[src/include/qtimer_map.svh]
`ifndef QTIMER_MAP_SVH
`define QTIMER_MAP_SVH

`define QT_NUM_TIMERS 4
`define QT_CNT_W 32
`define QT_ADDR_W 8

// Per timer block: base = index * stride
`define QT_TMR_STRIDE 8'h10
`define QT_OFS_LOAD 8'h00
`define QT_OFS_VALUE 8'h04
`define QT_OFS_CTRL 8'h08
`define QT_OFS_IRQ_STATUS 8'h40
`define QT_OFS_IRQ_CLEAR 8'h44
`define QT_OFS_IRQ_ENABLE 8'h48

`define QT_CTRL_ENABLE_BIT 0
`define QT_CTRL_PERIODIC_BIT 1
`define QT_CTRL_PRESC_LSB 2
`define QT_CTRL_PRESC_MSB 3

`define QT_PRESC_DIV1 2'h0
`define QT_PRESC_DIV16 2'h1
`define QT_PRESC_DIV256 2'h2
`define QT_DIV16_LAST 8'h0f
`define QT_DIV256_LAST 8'hff

`define QT_LOAD_RST 32'h00000000
`define QT_CNT_RST 32'hffffffff
`define QT_CNT_WRAP 32'hffffffff
`define QT_CTRL_RST 4'h0

`define QT_RESP_OKAY 2'h0
`define QT_RESP_SLVERR 2'h2

`endif

[src/include/qtimer_pkg.sv]
package qtimer_pkg;

    typedef struct packed {
        logic [1:0] presc;
        logic periodic;
        logic enable;
    } ctrl_s;

    typedef struct packed {
        logic [7:0] addr;
        logic [31:0] data;
        logic [3:0] strb;
    } wr_req_s;

endpackage

[src/qtimer_channel.sv]
`timescale 1ns/1ps
`default_nettype none
`include "qtimer_map.svh"

module qtimer_channel (
    input wire logic clk_i,
    input wire logic sys_rst_i,
    input wire qtimer_pkg::ctrl_s cfg_i,
    input wire logic [31:0] load_val_i,
    input wire logic load_wr_i,
    output logic [31:0] cnt_o,
    output logic [7:0] pre_o,
    output logic tick_o,
    output logic zero_o
);

    logic [31:0] cnt_ff;
    logic [31:0] nxt_cnt;
    logic [7:0] pre_ff;
    logic [7:0] nxt_pre;
    logic tick;

    always_comb begin
        case (cfg_i.presc)
            `QT_PRESC_DIV1: tick = cfg_i.enable;
            `QT_PRESC_DIV16: tick = cfg_i.enable &&
                (pre_ff[3:0] == `QT_DIV16_LAST);
            `QT_PRESC_DIV256: tick = cfg_i.enable &&
                (pre_ff == `QT_DIV256_LAST);
            default: tick = 1'b0;
        endcase
    end

    always_comb begin
        nxt_pre = pre_ff;
        nxt_cnt = cnt_ff;
        if (load_wr_i) begin
            // Restart: new value and a fresh prescale phase
            nxt_pre = 8'h00;
            nxt_cnt = load_val_i;
        end else if (cfg_i.enable) begin
            nxt_pre = pre_ff + 8'h01;
            if (tick) begin
                if (cnt_ff != 32'h00000000) begin
                    nxt_cnt = cnt_ff - 32'h00000001;
                end else if (cfg_i.periodic) begin
                    nxt_cnt = load_val_i;
                end else begin
                    nxt_cnt = `QT_CNT_WRAP;
                end
            end
        end
    end

    always_ff @(posedge clk_i) begin
        if (sys_rst_i) begin
            cnt_ff <= `QT_CNT_RST;
            pre_ff <= 8'h00;
        end else begin
            cnt_ff <= nxt_cnt;
            pre_ff <= nxt_pre;
        end
    end

    assign cnt_o = cnt_ff;
    assign pre_o = pre_ff;
    assign tick_o = tick;
    // Only a tick arrival at zero counts; a load write of zero does not
    assign zero_o = tick && !load_wr_i && (nxt_cnt == 32'h00000000);

endmodule
`default_nettype wire

[src/qtimer_axil_slave.sv]
`timescale 1ns/1ps
`default_nettype none
`include "qtimer_map.svh"

module qtimer_axil_slave (
    input wire logic clk_i,
    input wire logic sys_rst_i,
    input wire logic [7:0] s_axi_awaddr,
    input wire logic s_axi_awvalid,
    output logic s_axi_awready,
    input wire logic [31:0] s_axi_wdata,
    input wire logic [3:0] s_axi_wstrb,
    input wire logic s_axi_wvalid,
    output logic s_axi_wready,
    output logic [1:0] s_axi_bresp,
    output logic s_axi_bvalid,
    input wire logic s_axi_bready,
    input wire logic [7:0] s_axi_araddr,
    input wire logic s_axi_arvalid,
    output logic s_axi_arready,
    output logic [31:0] s_axi_rdata,
    output logic [1:0] s_axi_rresp,
    output logic s_axi_rvalid,
    input wire logic s_axi_rready,
    output qtimer_pkg::wr_req_s wr_o,
    output logic wr_en_o,
    input wire logic wr_err_i,
    output logic [7:0] rd_addr_o,
    input wire logic [31:0] rd_data_i,
    input wire logic rd_err_i
);

    logic aw_have_ff, nxt_aw_have, w_have_ff, nxt_w_have;
    logic bvalid_ff, nxt_bvalid, rvalid_ff, nxt_rvalid;
    logic [1:0] bresp_ff, nxt_bresp, rresp_ff, nxt_rresp;
    logic [31:0] rdata_ff, nxt_rdata;
    qtimer_pkg::wr_req_s req_ff, nxt_req;
    logic do_wr, ar_hs;
    // Readies are kept in flops so every AXI output leaves straight from one
    logic awready_ff, wready_ff, arready_ff;

    assign do_wr = aw_have_ff && w_have_ff && !bvalid_ff;
    assign ar_hs = s_axi_arvalid && !rvalid_ff;

    always_comb begin
        nxt_aw_have = aw_have_ff;
        nxt_w_have = w_have_ff;
        nxt_req = req_ff;
        nxt_bvalid = bvalid_ff;
        nxt_bresp = bresp_ff;
        if (s_axi_awvalid && !aw_have_ff) begin
            nxt_aw_have = 1'b1;
            nxt_req.addr = s_axi_awaddr;
        end
        if (s_axi_wvalid && !w_have_ff) begin
            nxt_w_have = 1'b1;
            nxt_req.data = s_axi_wdata;
            nxt_req.strb = s_axi_wstrb;
        end
        if (do_wr) begin
            nxt_aw_have = 1'b0;
            nxt_w_have = 1'b0;
            nxt_bvalid = 1'b1;
            nxt_bresp = wr_err_i ? `QT_RESP_SLVERR : `QT_RESP_OKAY;
        end else if (bvalid_ff && s_axi_bready) begin
            nxt_bvalid = 1'b0;
        end
        nxt_rvalid = rvalid_ff;
        nxt_rdata = rdata_ff;
        nxt_rresp = rresp_ff;
        if (ar_hs) begin
            // Value sampled at the handshake; counting goes on untouched
            nxt_rvalid = 1'b1;
            nxt_rdata = rd_data_i;
            nxt_rresp = rd_err_i ? `QT_RESP_SLVERR : `QT_RESP_OKAY;
        end else if (rvalid_ff && s_axi_rready) begin
            nxt_rvalid = 1'b0;
        end
    end

    always_ff @(posedge clk_i) begin
        if (sys_rst_i) begin
            aw_have_ff <= 1'b0;
            w_have_ff <= 1'b0;
            req_ff <= '0;
            bvalid_ff <= 1'b0;
            bresp_ff <= 2'h0;
            rvalid_ff <= 1'b0;
            rdata_ff <= 32'h00000000;
            rresp_ff <= 2'h0;
            awready_ff <= 1'b1;
            wready_ff <= 1'b1;
            arready_ff <= 1'b1;
        end else begin
            awready_ff <= !nxt_aw_have;
            wready_ff <= !nxt_w_have;
            arready_ff <= !nxt_rvalid;
            aw_have_ff <= nxt_aw_have;
            w_have_ff <= nxt_w_have;
            req_ff <= nxt_req;
            bvalid_ff <= nxt_bvalid;
            bresp_ff <= nxt_bresp;
            rvalid_ff <= nxt_rvalid;
            rdata_ff <= nxt_rdata;
            rresp_ff <= nxt_rresp;
        end
    end

    assign s_axi_awready = awready_ff;
    assign s_axi_wready = wready_ff;
    assign s_axi_bvalid = bvalid_ff;
    assign s_axi_bresp = bresp_ff;
    assign s_axi_arready = arready_ff;
    assign s_axi_rvalid = rvalid_ff;
    assign s_axi_rdata = rdata_ff;
    assign s_axi_rresp = rresp_ff;
    assign wr_o = req_ff;
    assign wr_en_o = do_wr;
    assign rd_addr_o = s_axi_araddr;

endmodule
`default_nettype wire

[src/quad_downcount_timer.sv]
// Our own choices: the placing of the registers and the AXI4-Lite register port.
`timescale 1ns/1ps
`default_nettype none
`include "qtimer_map.svh"

module quad_downcount_timer (
    input wire logic clk_i,
    input wire logic sys_rst_i,
    input wire logic [7:0] s_axi_awaddr,
    input wire logic s_axi_awvalid,
    output logic s_axi_awready,
    input wire logic [31:0] s_axi_wdata,
    input wire logic [3:0] s_axi_wstrb,
    input wire logic s_axi_wvalid,
    output logic s_axi_wready,
    output logic [1:0] s_axi_bresp,
    output logic s_axi_bvalid,
    input wire logic s_axi_bready,
    input wire logic [7:0] s_axi_araddr,
    input wire logic s_axi_arvalid,
    output logic s_axi_arready,
    output logic [31:0] s_axi_rdata,
    output logic [1:0] s_axi_rresp,
    output logic s_axi_rvalid,
    input wire logic s_axi_rready,
    output logic [3:0] tmr_irq_o,
    output logic irq_o
);

    ////////////////////////////////////////////////////////////////////////
    // Bus slave

    qtimer_pkg::wr_req_s wr;
    logic wr_en, wr_err, rd_err;
    logic [7:0] rd_addr;
    logic [31:0] rd_data;

    qtimer_axil_slave u_bus (
        .clk_i(clk_i),
        .sys_rst_i(sys_rst_i),
        .s_axi_awaddr(s_axi_awaddr),
        .s_axi_awvalid(s_axi_awvalid),
        .s_axi_awready(s_axi_awready),
        .s_axi_wdata(s_axi_wdata),
        .s_axi_wstrb(s_axi_wstrb),
        .s_axi_wvalid(s_axi_wvalid),
        .s_axi_wready(s_axi_wready),
        .s_axi_bresp(s_axi_bresp),
        .s_axi_bvalid(s_axi_bvalid),
        .s_axi_bready(s_axi_bready),
        .s_axi_araddr(s_axi_araddr),
        .s_axi_arvalid(s_axi_arvalid),
        .s_axi_arready(s_axi_arready),
        .s_axi_rdata(s_axi_rdata),
        .s_axi_rresp(s_axi_rresp),
        .s_axi_rvalid(s_axi_rvalid),
        .s_axi_rready(s_axi_rready),
        .wr_o(wr),
        .wr_en_o(wr_en),
        .wr_err_i(wr_err),
        .rd_addr_o(rd_addr),
        .rd_data_i(rd_data),
        .rd_err_i(rd_err)
    );

    ////////////////////////////////////////////////////////////////////////
    // Register state

    logic [31:0] load_ff [4];
    logic [31:0] nxt_load [4];
    qtimer_pkg::ctrl_s ctrl_ff [4];
    qtimer_pkg::ctrl_s nxt_ctrl [4];
    logic [3:0] status_ff, nxt_status;
    logic [3:0] ien_ff, nxt_ien;
    logic [3:0] tmr_irq_ff, nxt_tmr_irq;
    logic irq_ff, nxt_irq;
    logic [3:0] load_wr, zero_evt, tick;
    logic [31:0] cnt [4];
    logic [7:0] pre [4];
    logic [31:0] wmask;
    logic clr_wr, ien_wr;

    // Byte strobes widened to a bit mask
    assign wmask = {{8{wr.strb[3]}}, {8{wr.strb[2]}},
                    {8{wr.strb[1]}}, {8{wr.strb[0]}}};
    assign clr_wr = wr_en && (wr.addr == `QT_OFS_IRQ_CLEAR);
    assign ien_wr = wr_en && (wr.addr == `QT_OFS_IRQ_ENABLE);
    // VALUE and STATUS are read-only; a write there answers with an error
    assign wr_err = !((wr.addr[7:6] == 2'h0 &&
                       (wr.addr[3:0] == `QT_OFS_LOAD ||
                        wr.addr[3:0] == `QT_OFS_CTRL)) ||
                      wr.addr == `QT_OFS_IRQ_CLEAR ||
                      wr.addr == `QT_OFS_IRQ_ENABLE);

    ////////////////////////////////////////////////////////////////////////
    // Timers

    genvar gi;
    generate
        for (gi = 0; gi < `QT_NUM_TIMERS; gi++) begin : g_tmr
            localparam logic [7:0] BASE = 8'(gi * 16);

            assign load_wr[gi] = wr_en &&
                (wr.addr == BASE + `QT_OFS_LOAD);

            always_comb begin
                nxt_load[gi] = load_ff[gi];
                nxt_ctrl[gi] = ctrl_ff[gi];
                if (load_wr[gi]) begin
                    nxt_load[gi] = (load_ff[gi] & ~wmask) |
                        (wr.data & wmask);
                end
                if (wr_en && wr.addr == BASE + `QT_OFS_CTRL &&
                    wr.strb[0]) begin
                    nxt_ctrl[gi] = qtimer_pkg::ctrl_s'(
                        wr.data[`QT_CTRL_PRESC_MSB:0]);
                end
            end

            always_ff @(posedge clk_i) begin
                if (sys_rst_i) begin
                    load_ff[gi] <= `QT_LOAD_RST;
                    ctrl_ff[gi] <= `QT_CTRL_RST;
                end else begin
                    load_ff[gi] <= nxt_load[gi];
                    ctrl_ff[gi] <= nxt_ctrl[gi];
                end
            end

            // One private counter per timer, nothing shared between them
            qtimer_channel u_chan (
                .clk_i(clk_i),
                .sys_rst_i(sys_rst_i),
                .cfg_i(ctrl_ff[gi]),
                .load_val_i(nxt_load[gi]),
                .load_wr_i(load_wr[gi]),
                .cnt_o(cnt[gi]),
                .pre_o(pre[gi]),
                .tick_o(tick[gi]),
                .zero_o(zero_evt[gi])
            );

            AST_DEC: assert property (@(posedge clk_i) disable iff (sys_rst_i)
                tick[gi] && !load_wr[gi] && cnt[gi] != 32'h0 |=>
                cnt[gi] == $past(cnt[gi]) - 32'h1)
                else $error("count did not drop by one on a tick");
            AST_DIV1: assert property (@(posedge clk_i) disable iff (sys_rst_i)
                ctrl_ff[gi].enable && ctrl_ff[gi].presc == `QT_PRESC_DIV1 |->
                tick[gi])
                else $error("undivided timer missed a tick");
            AST_DIV256: assert property (@(posedge clk_i) disable iff (sys_rst_i)
                tick[gi] && ctrl_ff[gi].presc == `QT_PRESC_DIV256 |->
                pre[gi] == 8'hff ##1 !tick[gi])
                else $error("divide by 256 tick out of phase");
            AST_DIV16: assert property (
                @(posedge clk_i) disable iff (sys_rst_i)
                tick[gi] && ctrl_ff[gi].presc == `QT_PRESC_DIV16 |->
                pre[gi][3:0] == 4'hf)
                else $error("divide by 16 tick out of phase");
            // Code 3 is a parked prescaler: no ticks at all
            AST_PRESC_OFF: assert property (
                @(posedge clk_i) disable iff (sys_rst_i)
                ctrl_ff[gi].presc == 2'h3 |-> !tick[gi])
                else $error("parked prescaler produced a tick");
            AST_NO_LOAD_FLAG: assert property (
                @(posedge clk_i) disable iff (sys_rst_i)
                load_wr[gi] |-> !zero_evt[gi])
                else $error("load write raised a zero event");
            AST_WRAP: assert property (@(posedge clk_i) disable iff (sys_rst_i)
                tick[gi] && !load_wr[gi] && cnt[gi] == 32'h0 &&
                !ctrl_ff[gi].periodic |=> cnt[gi] == 32'hffffffff)
                else $error("free-running counter did not wrap");
            AST_RELOAD: assert property (@(posedge clk_i) disable iff (sys_rst_i)
                tick[gi] && !load_wr[gi] && cnt[gi] == 32'h0 &&
                ctrl_ff[gi].periodic |=> cnt[gi] == load_ff[gi])
                else $error("periodic counter did not reload");
            AST_RESTART: assert property (@(posedge clk_i)
                disable iff (sys_rst_i)
                load_wr[gi] |=> cnt[gi] == load_ff[gi] &&
                pre[gi] == 8'h00)
                else $error("load write did not restart the timer");
            AST_HOLD: assert property (@(posedge clk_i) disable iff (sys_rst_i)
                !ctrl_ff[gi].enable && !load_wr[gi] |=>
                $stable(cnt[gi]))
                else $error("disabled timer changed its count");
            AST_ZERO_IRQ: assert property (@(posedge clk_i)
                disable iff (sys_rst_i)
                $changed(cnt[gi]) && cnt[gi] == 32'h0 &&
                !$past(load_wr[gi]) |-> status_ff[gi])
                else $error("arrival at zero raised no flag");
        end
    endgenerate

    ////////////////////////////////////////////////////////////////////////
    // Interrupt status, clear and enable

    always_comb begin
        nxt_ien = ien_ff;
        if (ien_wr && wr.strb[0]) begin
            nxt_ien = wr.data[3:0];
        end
        // A zero crossing in the clearing cycle survives the clear
        nxt_status = status_ff;
        if (clr_wr && wr.strb[0]) begin
            nxt_status = status_ff & ~wr.data[3:0];
        end
        nxt_status = nxt_status | zero_evt;
        nxt_tmr_irq = nxt_status & nxt_ien;
        nxt_irq = |nxt_tmr_irq;
    end

    always_ff @(posedge clk_i) begin
        if (sys_rst_i) begin
            status_ff <= 4'h0;
            ien_ff <= 4'h0;
            tmr_irq_ff <= 4'h0;
            irq_ff <= 1'b0;
        end else begin
            status_ff <= nxt_status;
            ien_ff <= nxt_ien;
            tmr_irq_ff <= nxt_tmr_irq;
            irq_ff <= nxt_irq;
        end
    end

    assign tmr_irq_o = tmr_irq_ff;
    assign irq_o = irq_ff;

    AST_STICKY: assert property (@(posedge clk_i) disable iff (sys_rst_i)
        status_ff[0] && !(clr_wr && wr.strb[0] && wr.data[0]) |=>
        status_ff[0])
        else $error("interrupt flag fell without a clear");
    AST_CLEAR: assert property (@(posedge clk_i) disable iff (sys_rst_i)
        clr_wr && wr.strb[0] && wr.data[1] && !zero_evt[1] |=>
        !status_ff[1])
        else $error("clear write left the flag set");
    AST_IRQ_OUT: assert property (@(posedge clk_i) disable iff (sys_rst_i)
        irq_o == |(status_ff & ien_ff))
        else $error("interrupt output disagrees with status and enable");
    AST_TMR_IRQ: assert property (
        @(posedge clk_i) disable iff (sys_rst_i)
        tmr_irq_o == (status_ff & ien_ff))
        else $error("per timer interrupt disagrees with status");
    // A zero event must land even when software clears in that cycle
    AST_SET_WINS: assert property (
        @(posedge clk_i) disable iff (sys_rst_i)
        zero_evt[0] |=> status_ff[0])
        else $error("zero event was lost");
    AST_WR_ONCE: assert property (
        @(posedge clk_i) disable iff (sys_rst_i)
        wr_en |=> !wr_en)
        else $error("one bus write applied twice");
    AST_BHOLD: assert property (
        @(posedge clk_i) disable iff (sys_rst_i)
        s_axi_bvalid && !s_axi_bready |=>
        s_axi_bvalid && $stable(s_axi_bresp))
        else $error("write response dropped before it was taken");
    AST_RHOLD: assert property (
        @(posedge clk_i) disable iff (sys_rst_i)
        s_axi_rvalid && !s_axi_rready |=>
        s_axi_rvalid && $stable(s_axi_rdata))
        else $error("read data changed before it was taken");

    ////////////////////////////////////////////////////////////////////////
    // Read decode

    always_comb begin
        rd_data = 32'h00000000;
        rd_err = 1'b0;
        if (rd_addr[7:6] == 2'h0) begin
            case (rd_addr[3:0])
                `QT_OFS_LOAD: rd_data = load_ff[rd_addr[5:4]];
                `QT_OFS_VALUE: rd_data = cnt[rd_addr[5:4]];
                `QT_OFS_CTRL: rd_data = {28'h0, ctrl_ff[rd_addr[5:4]]};
                default: rd_err = 1'b1;
            endcase
        end else begin
            case (rd_addr)
                `QT_OFS_IRQ_STATUS: rd_data = {28'h0, status_ff};
                `QT_OFS_IRQ_CLEAR: rd_data = 32'h00000000;
                `QT_OFS_IRQ_ENABLE: rd_data = {28'h0, ien_ff};
                default: rd_err = 1'b1;
            endcase
        end
    end

    AST_READ_LIVE: assert property (@(posedge clk_i) disable iff (sys_rst_i)
        s_axi_arvalid && s_axi_arready &&
        s_axi_araddr == `QT_OFS_VALUE |=>
        s_axi_rvalid && s_axi_rdata == $past(cnt[0]))
        else $error("value read did not return the live count");

endmodule
`default_nettype wire

[config.mk]
export PLATFORM = sky130hd
export DESIGN_NAME = quad_downcount_timer
export DESIGN_NICKNAME = d
export VERILOG_FILES = /design/src/include/qtimer_pkg.sv /design/src/qtimer_channel.sv /design/src/qtimer_axil_slave.sv /design/src/quad_downcount_timer.sv
export VERILOG_INCLUDE_DIRS = /design/src /design/src/include
export SDC_FILE = /design/constraint.sdc
export NUM_CORES = 1
export LEC_CHECK = 0
export BUFFER_PORTS_ARGS = -buffer_cell sky130_fd_sc_hd__buf_2
export CORE_ASPECT_RATIO = 1.5
export CORE_MARGIN = 1
export CORE_UTILIZATION = 50
export DETAILED_ROUTE_END_ITERATION = 7
export GPL_TIMING_DRIVEN = 0
export PLACE_DENSITY = 0.67
export SLEW_MARGIN = 20
export SYNTH_ARGS = -nofsm -noshare
export SYNTH_HDL_FRONTEND = slang
export SYNTH_SLANG_ARGS = --single-unit
[constraint.sdc]
create_clock -name clk_i -period 6.4 [get_ports clk_i]
set_input_delay 0.64 -clock clk_i [delete_from_list [all_inputs] [get_ports clk_i]]
set_output_delay 0.64 -clock clk_i [all_outputs]
set_load 0.01 [all_outputs]
==> impl_metrics.sql, run 1 <==
INSERT INTO impl_metrics (metric_group, metric, value, unit) VALUES
('outcome', 'outcome', 'completed', ''),
('synth', 'ys_ff_latch', '402', ''),
('worst_setup_path', 'cp_cell_sequence', 'nor4_2 -> and3_1 -> clkbuf_1 -> clkbuf_1 -> clkbuf_1 -> o211ai_1 -> a221oi_1 -> nand4_1 -> nor4_1 -> o21ai_0 -> o2111ai_2', ''),
('worst_setup_path', 'crit_type', 'flip-flop to flip-flop', ''),
('synth', 'avgSynthCellArea', '8.52', 'sq um'),
('min_path', 'min-delay-path-class', 'primary input to flip-flop', ''),
('worst_setup_path', 'launching_point_of_the_worst_reg2reg_path', 'u_bus.wr_o[36]', ''),
('global_route', 'grt_antenna_before_repair', '10', ''),
('clock_tree', 'number_of_instances_resized_during_post_cts_repair', '0', ''),
('global_route', 'grt_first_pass_wirelength', '166000', 'microns'),
('floorplan', 'num_ports', '105', ''),
('route', 'drtAntennaViolNets', '0', ''),
('layout', 'layout-area-overhead-vs-synth', '12.8', '%'),
('sta', 'final-setup-viol-count', '0', ''),
('worst_setup_path', 'reg2reg_setup_slack', '0.36', 'ns'),
('job', 'maxCapViolations', '0', ''),
('floorplan', 'die_w', '177', 'microns'),
('pwr', 'power.total', '0.00570', 'W'),
('sta', 'max_slew_margin', '16.0', '%'),
('worst_setup_path', 'crit_path_frequent_cell', 'clkbuf_1', ''),
('route', 'drt_pass1_iterations', '6', ''),
('synth', 'synth_seq_area_share', '35.2', '%'),
('synth', 'post_synth_instance_area', '22900', 'sq um'),
('synth', 'synth_area_leader_cell', 'dfxtp_1', ''),
('layout', 'fillers', '4163', ''),
('layout', 'final_layout_size_suffix_gt1_share', '13.5', '%'),
('floorplan', 'start_util', '51.0', '%'),
('sta', 'fin_skew', '0.0237', 'ns'),
('synth', 'synthFlopType', 'dfxtp_1', ''),
('worst_setup_path', 'worst-path-max-fanout', '10', ''),
('placed_design', 'dp_worst_setup_slack', '0.971', 'ns'),
('synth', 'synth-edff-count', '0', ''),
('global_route', 'via_count_of_the_first_global_routing_pass', '23400', ''),
('worst_setup_path', 'cp_num_cells', '11', ''),
('global_route', 'grt_max_degree', '15', ''),
('worst_setup_path', 'worst_setup_path_start_kind', 'flip-flop', ''),
('clock_tree', 'cts.root.buffer_cell', 'clkbuf_16', ''),
('worst_setup_path', 'rr_endpoint', 'irq_o', ''),
('worst_setup_path', 'crit_required', '6.89', 'ns'),
('clock_tree', 'cts_max_path_buffers', '3', ''),
('sta', 'worst_slew_pin_slew', '1.26', 'ns'),
('sta', 'finalHoldWorstSlack', '0.265', 'ns'),
('route', 'drt_wl_total', '118000', 'microns'),
('floorplan', 'core_region_area', '44900', 'sq um'),
('clock_tree', 'tritoncts_num_sinks', '402', ''),
('synth', 'proportion_of_synthesized_flip_flops_having_asynchronous_set_or_reset', '0', '%'),
('floorplan', 'design.die.area', '46700', 'sq um'),
('worst_setup_path', 'critical-path-slowest-cell', 'nor4_1', ''),
('pwr', 'power_density_over_the_cells', '221', 'nW/um^2'),
('route', 'vias', '24800', ''),
('pwr', 'worst_ir_drop_vdd', '0.207', 'mV'),
('worst_setup_path', 'timing.critical_path.arrival', '6.53', 'ns'),
('sta', 'timing_max_transition_violations_final', '0', ''),
('worst_setup_path', 'critical_path.top_delay_family', 'simple AND/OR/NAND/NOR gates', ''),
('worst_setup_path', 'worstRegToRegCells', '11', ''),
('sta', 'achievable-frequency', '0.166', 'GHz'),
('clock_tree', 'worstSkewPairLatency', '0.58', 'ns'),
('synth', 'yosys_warnings', '0', ''),
('worst_setup_path', 'timing.critical_path.buf_inv', '3', ''),
('placed_design', 'hpwlAfterDp', '92100', 'microns'),
('clock_tree', 'clkSlewWorstSetupHoldPaths', '0.06', 'ns'),
('placed_design', 'port-buffer-count', '97', ''),
('synth', 'synthDominantCellAreaShare', '35.2', '%'),
('synth', 'post_synth_num_cell_types', '89', ''),
('layout', 'finalNetCount', '2922', ''),
('pwr', 'p_leak', '9.25', 'nW'),
('route', 'drt-initial-drc-count', '3733', ''),
('worst_setup_path', 'critical-path-max-stage-delay', '0.99', 'ns'),
('route', 'wl_per_cell', '34.1', 'microns'),
('clock_tree', 'tritoncts', 'built', ''),
('worst_setup_path', 'crit_path_end', 'irq_o', '');
## sequential cells by signal, summed over array words and instances (netlist names)
register / cells
irq_o: 1
load_ff: 128
tmr_irq_o: 4
g_tmr.u_chan.pre_o: 32
u_bus.s_axi_bresp: 1
g_tmr.u_chan.cnt_o: 128
u_bus.s_axi_arready: 1
u_bus.s_axi_rresp: 1
u_bus.s_axi_awready: 1
status_ff: 4
ien_ff: 4
u_bus.s_axi_wready: 1
u_bus.aw_have_ff: 1
ctrl_ff: 16
u_bus.s_axi_bvalid: 1
u_bus.s_axi_rvalid: 1
u_bus.w_have_ff: 1
u_bus.wr_o: 44
u_bus.s_axi_rdata: 32
## worst reg2reg max path: cells and delay by family (launching register included)
kind | cells | cell delay, ns
DFF | 1 | 0.36
buffers and inverters | 3 | 1.79
AOI/OAI and AO/OA | 4 | 1.54
and+or+nand+nor | 4 | 2.28
## cell usage in the layout (no fill, tap or decap), types with 38 or more instances in the layout
master,instances
clkbuf_1,186
nand4_1,64
or2_2,69
nand3_1,70
mux2i_1,150
a22oi_1,56
a21o_1,51
mux4_2,68
o21ai_0,75
nand2_1,262
nor3_1,102
dfxtp_1,402
or4_1,38
a21oi_1,141
inv_1,49
nor2_1,260
xor2_1,41
clkbuf_16,45
buf_2,106
nor4_1,66
## layout make-up
class / instances / area [sq um] / area share (%)
Tap cell: 582 / 728 / 2.82
Antenna cell: 8 / 20.0 / 0.0775
Timing Repair Buffer: 107 / 573 / 2.22
Inverter: 49 / 184 / 0.712
Sequential cell: 402 / 8050 / 31.2
Buffer: 206 / 796 / 3.08
Clock buffer: 59 / 1270 / 4.91
Multi-Input combinational cell: 2031 / 14000 / 54.3
Clock inverter: 18 / 188 / 0.727
## through the flow
stage / utilization [%] / cell area, sq um / cells
global route: 57.4 / 25800 / 3456
finish: 57.5 / 25800 / 3462
floorplan: - / 22900 / 2688
CTS: 57.3 / 25800 / 3453
global placement: 53.7 / 24100 / 3367
detailed placement: 54.1 / 24300 / 3376
## synth_stat cells, types with 64 or more instances
cell type / instances
mux2i_1: 152
a21oi_1: 141
nor2_1: 260
nor3_1: 104
clkbuf_1: 184
nand4_1: 64
o21ai_0: 75
nand3_1: 70
dfxtp_1: 402
nand2_1: 262
nor4_1: 72
mux4_2: 68
or2_2: 69
## report_power, final
group,internal (W),switching (W)
clock,0.00151,0.00113
combinational,0.000133,0.000301
sequential,0.00254,0.0000846
total,0.00418,0.00152
## worst min-delay path by stage
stage	startpoint	endpoint	cells after the start
after floorplan	load_ff[3][6]	load_ff[3][6]	2
after global routing	s_axi_rready	u_bus.s_axi_rvalid	2
after detailed placement	load_ff[0][15]	load_ff[0][15]	2
after global placement	g_tmr[2].u_chan.pre_o[7]	g_tmr[2].u_chan.pre_o[7]	2
final	s_axi_rready	u_bus.s_axi_rvalid	2
after CTS	s_axi_rready	u_bus.s_axi_rvalid	2
## logic make-up (layout without fill, tap and decap cells)
group	after synthesis	count (layout)	synth area share, %
mux	232	232	13.9
simple gates	1108	1108	24.7
fa+ha+maj	24	24	1.31
other cells	1	10	0.0164
xor+xnor	71	71	2.72
compound gates	594	594	17.9
flops	402	402	35.2
buf+inv	255	439	4.26
## routing by layer
metal / share of wire, % / up-vias / GRT usage, % / wire, microns
met4: 12 / 4 / 49.4 / 14600
met3: 12 / 638 / 14.3 / 14300
met2: 43 / 2004 / 75.6 / 50600
met1: 33 / 11800 / 56.3 / 38500
met5: 0.025 / - / 0 / 30
li1: - / 10300 / - / -
Note: power is estimated with default switching activity, not from simulation.
==> inputs of run 2 (changes only) <==
Clock period 6.4 ns to 5.71 ns, I/O delays scaled along.
==> impl_metrics.sql, run 2 (synthesis results as in run 1) <==
INSERT INTO impl_metrics (metric_group, metric, value, unit) VALUES
('outcome', 'outcome', 'finished with violations', ''),
('outcome', 'failed_checks', 'negative setup slack', ''),
('clock_tree', 'hold_buffers', '0', ''),
('route', 'drt_wl_total', '118000', 'microns'),
('min_path', 'worst_hold_path.num_cells', '2', ''),
('clock_tree', 'cts_max_path_buffers', '3', ''),
('sta', 'final_min_period_over_clock_period', '100', '%'),
('job', 'maxCapViolations', '0', ''),
('clock_tree', 'cts-htree-levels', '2', ''),
('worst_setup_path', 'timing.critical_path.arrival', '6.21', 'ns'),
('sta', 'max_slew_margin', '15.6', '%'),
('sta', 'layout_min_cycle_time', '5.72', 'ns'),
('global_route', 'grt_first_pass_wirelength', '166000', 'microns'),
('clock_tree', 'tritoncts', 'built', ''),
('pwr', 'comb_power_share', '7.6', '%'),
('worst_setup_path', 'launching_point_of_the_worst_reg2reg_path', 'u_bus.wr_o[43]', ''),
('placed_design', 'port-buffer-count', '97', ''),
('sta', 'achievable-frequency', '0.175', 'GHz'),
('clock_tree', 'tritoncts_num_sinks', '402', ''),
('layout', 'final_layout_size_suffix_gt1_share', '13.5', '%'),
('route', 'drtAntennaViolNets', '0', ''),
('floorplan', 'die_w', '177', 'microns'),
('worst_setup_path', 'crit_path_frequent_cell', 'clkbuf_1', ''),
('route', 'drt_pass1_iterations', '6', ''),
('layout', 'final_design_area_no_fill', '25800', 'sq um'),
('global_route', 'grt_use_total', '50.4', '%'),
('floorplan', 'fp-row-count', '95', ''),
('pwr', 'power_switching_share', '26.8', '%'),
('sta', 'finalHoldViolCount', '0', ''),
('global_route', 'via_count_of_the_first_global_routing_pass', '23400', ''),
('worst_setup_path', 'cp_cell_sequence', 'clkbuf_1 -> or3b_2 -> clkbuf_1 -> nor4_4 -> nand2_1 -> clkbuf_1 -> mux2i_1 -> a21oi_1 -> a2111oi_0 -> nand4_1 -> nor4_2 -> o21ai_1 -> o2111ai_2', ''),
('sta', 'final-setup-viol-count', '1', ''),
('layout', 'finalNetCount', '2922', ''),
('floorplan', 'design.die.area', '46700', 'sq um'),
('sta', 'fin_skew', '0.0207', 'ns'),
('clock_tree', 'clock_buffer_count_from_cts', '42', ''),
('worst_setup_path', 'timing.critical_path.buf_inv', '3', ''),
('sta', 'setup_ws', '-0.00821', 'ns'),
('floorplan', 'die_h', '264', 'microns'),
('placed_design', 'place_inst', '3376', ''),
('clock_tree', 'number_of_instances_resized_during_post_cts_repair', '0', ''),
('layout', 'final-seq-area', '8050', 'sq um'),
('layout', 'final_cell_mix', '402 x dfxtp_1, 262 x nand2_1, 260 x nor2_1', ''),
('worst_setup_path', 'rr_endpoint', 'irq_o', ''),
('worst_setup_path', 'critical-path-slowest-cell', 'nor4_2', ''),
('worst_setup_path', 'timing.critical_path.to_type', 'flip-flop', ''),
('pwr', 'worst_ir_drop_vdd', '0.232', 'mV'),
('clock_tree', 'clkSlewWorstSetupHoldPaths', '0.06', 'ns'),
('worst_setup_path', 'crit_required', '6.20', 'ns'),
('pwr', 'power.total', '0.00640', 'W'),
('sta', 'timing_max_transition_violations_final', '0', ''),
('pwr', 'power.sequential.fraction', '46.0', '%'),
('placed_design', 'globalplace.congestion', '1.14', ''),
('pwr', 'power_density_over_the_cells', '248', 'nW/um^2'),
('sta', 'setup_total_negative_slack', '-0.00821', 'ns'),
('layout', 'layout-area-overhead-vs-synth', '12.8', '%'),
('clock_tree', 'post_cts.repair.setup_buffers', '0', ''),
('route', 'vias', '24800', ''),
('worst_setup_path', 'worstRegToRegCells', '13', ''),
('floorplan', 'core_region_area', '44900', 'sq um'),
('worst_setup_path', 'critical-path-max-stage-delay', '0.89', 'ns'),
('floorplan', 'num_ports', '105', ''),
('pwr', 'p_leak', '9.25', 'nW'),
('sta', 'worst_slew_pin_slew', '1.27', 'ns'),
('min_path', 'whs_endpoint', 'u_bus.s_axi_rvalid', ''),
('layout', 'multi_input_area', '14000', 'sq um'),
('min_path', 'hp-start', 's_axi_rready', ''),
('min_path', 'min-delay-path-class', 'primary input to flip-flop', ''),
('worst_setup_path', 'reg2reg_setup_slack', '-0.008', 'ns'),
('route', 'drcViolationCount', '0', ''),
('worst_setup_path', 'critical_path.top_delay_family', 'simple AND/OR/NAND/NOR gates', ''),
('layout', 'fillers', '4157', ''),
('placed_design', 'placement.cell_area', '24300', 'sq um'),
('layout', 'stdcell_count', '3461', ''),
('layout', 'mostFrequentLayoutCell', 'dfxtp_1', ''),
('worst_setup_path', 'worst-path-max-fanout', '10', ''),
('pwr', 'power_switching', '0.00171', 'W'),
('global_route', 'grt_max_degree', '15', ''),
('sta', 'grt_setup_unrepaired', 'false', ''),
('clock_tree', 'worstSkewPairLatency', '0.58', 'ns'),
('route', 'drt-initial-drc-count', '3684', ''),
('worst_setup_path', 'worst_setup_path_start_kind', 'flip-flop', ''),
('route', 'vias_cell', '7.17', ''),
('global_route', 'aggregate_global_routing_overflow', '0', ''),
('pwr', 'cellInternalPower', '0.00469', 'W'),
('worst_setup_path', 'crit_type', 'flip-flop to flip-flop', ''),
('floorplan', 'start_util', '51.0', '%'),
('pwr', 'power.share.clock', '46.5', '%'),
('global_route', 'grt_antenna_before_repair', '10', ''),
('route', 'wl_per_cell', '34.2', 'microns'),
('clock_tree', 'cts.root.buffer_cell', 'clkbuf_16', ''),
('placed_design', 'hpwlAfterDp', '92100', 'microns');
run 2: worst max-delay path by stage:
stage	startpoint	endpoint	slack [ns]	depth (start not counted)
6_report	u_bus.wr_o[43]	irq_o	-0.008	13
5_1_grt	u_bus.wr_o[43]	irq_o	0.11	13
3_3_place_gp	u_bus.wr_o[41]	irq_o	-0.63	12
3_5_place_dp	g_tmr[0].u_chan.cnt_o[15]	irq_o	0.28	12
2_1_floorplan	g_tmr[1].u_chan.cnt_o[0]	irq_o	2.07	14
4_1_cts	g_tmr[0].u_chan.cnt_o[15]	irq_o	0.25	12
run 2: power groups by stage:
stage	Sequential (W)	Clock (W)	Combinational, W
after floorplan	0.00295	0	0.000266
after global placement	0.00299	0	0.000441
after detailed placement	0.00299	0	0.000459
after CTS	0.00293	0.00295	0.000462
after global routing	0.00294	0.00306	0.000500
final	0.00294	0.00298	0.000484
run 2: metal layers:
metal	wire, microns	part of all wire (%)	vias to the layer above	track usage, %
li1	-	-	10300	-
met1	39000	33	11800	56.3
met5	30	0.025	-	0
met4	14800	13	4	49.4
met2	50500	43	1987	75.6
met3	14100	12	683	14.3
run 2: area by class of cell:
cell class	instances	share of cell area, %
Timing Repair Buffer	107	2.22
Inverter	49	0.712
Sequential cell	402	31.2
Clock inverter	18	0.727
Antenna cell	7	0.0678
Tap cell	582	2.82
Multi-Input combinational cell	2031	54.3
Clock buffer	59	4.91
Buffer	206	3.08
run 2: worst register-to-register path, stage by stage, from the launching register on:
cell	delay (ns)
dfxtp_1	0.30
clkbuf_1	0.24
or3b_2	0.50
clkbuf_1	0.31
nor4_4	0.80
nand2_1	0.16
clkbuf_1	0.39
mux2i_1	0.74
a21oi_1	0.28
a2111oi_0	0.48
nand4_1	0.23
nor4_2	0.89
o21ai_1	0.22
o2111ai_2	0.12
run 2: metrics by stage:
step	setup slack (ns)	util, %	hold slack (ns)
detailed placement	0.281	54.1	0.488
global route	0.108	57.4	0.203
finish	-0.00821	57.5	0.196
CTS	0.251	57.3	0.189
global placement	-0.629	53.7	0.476
floorplan	2.07	-	0.437
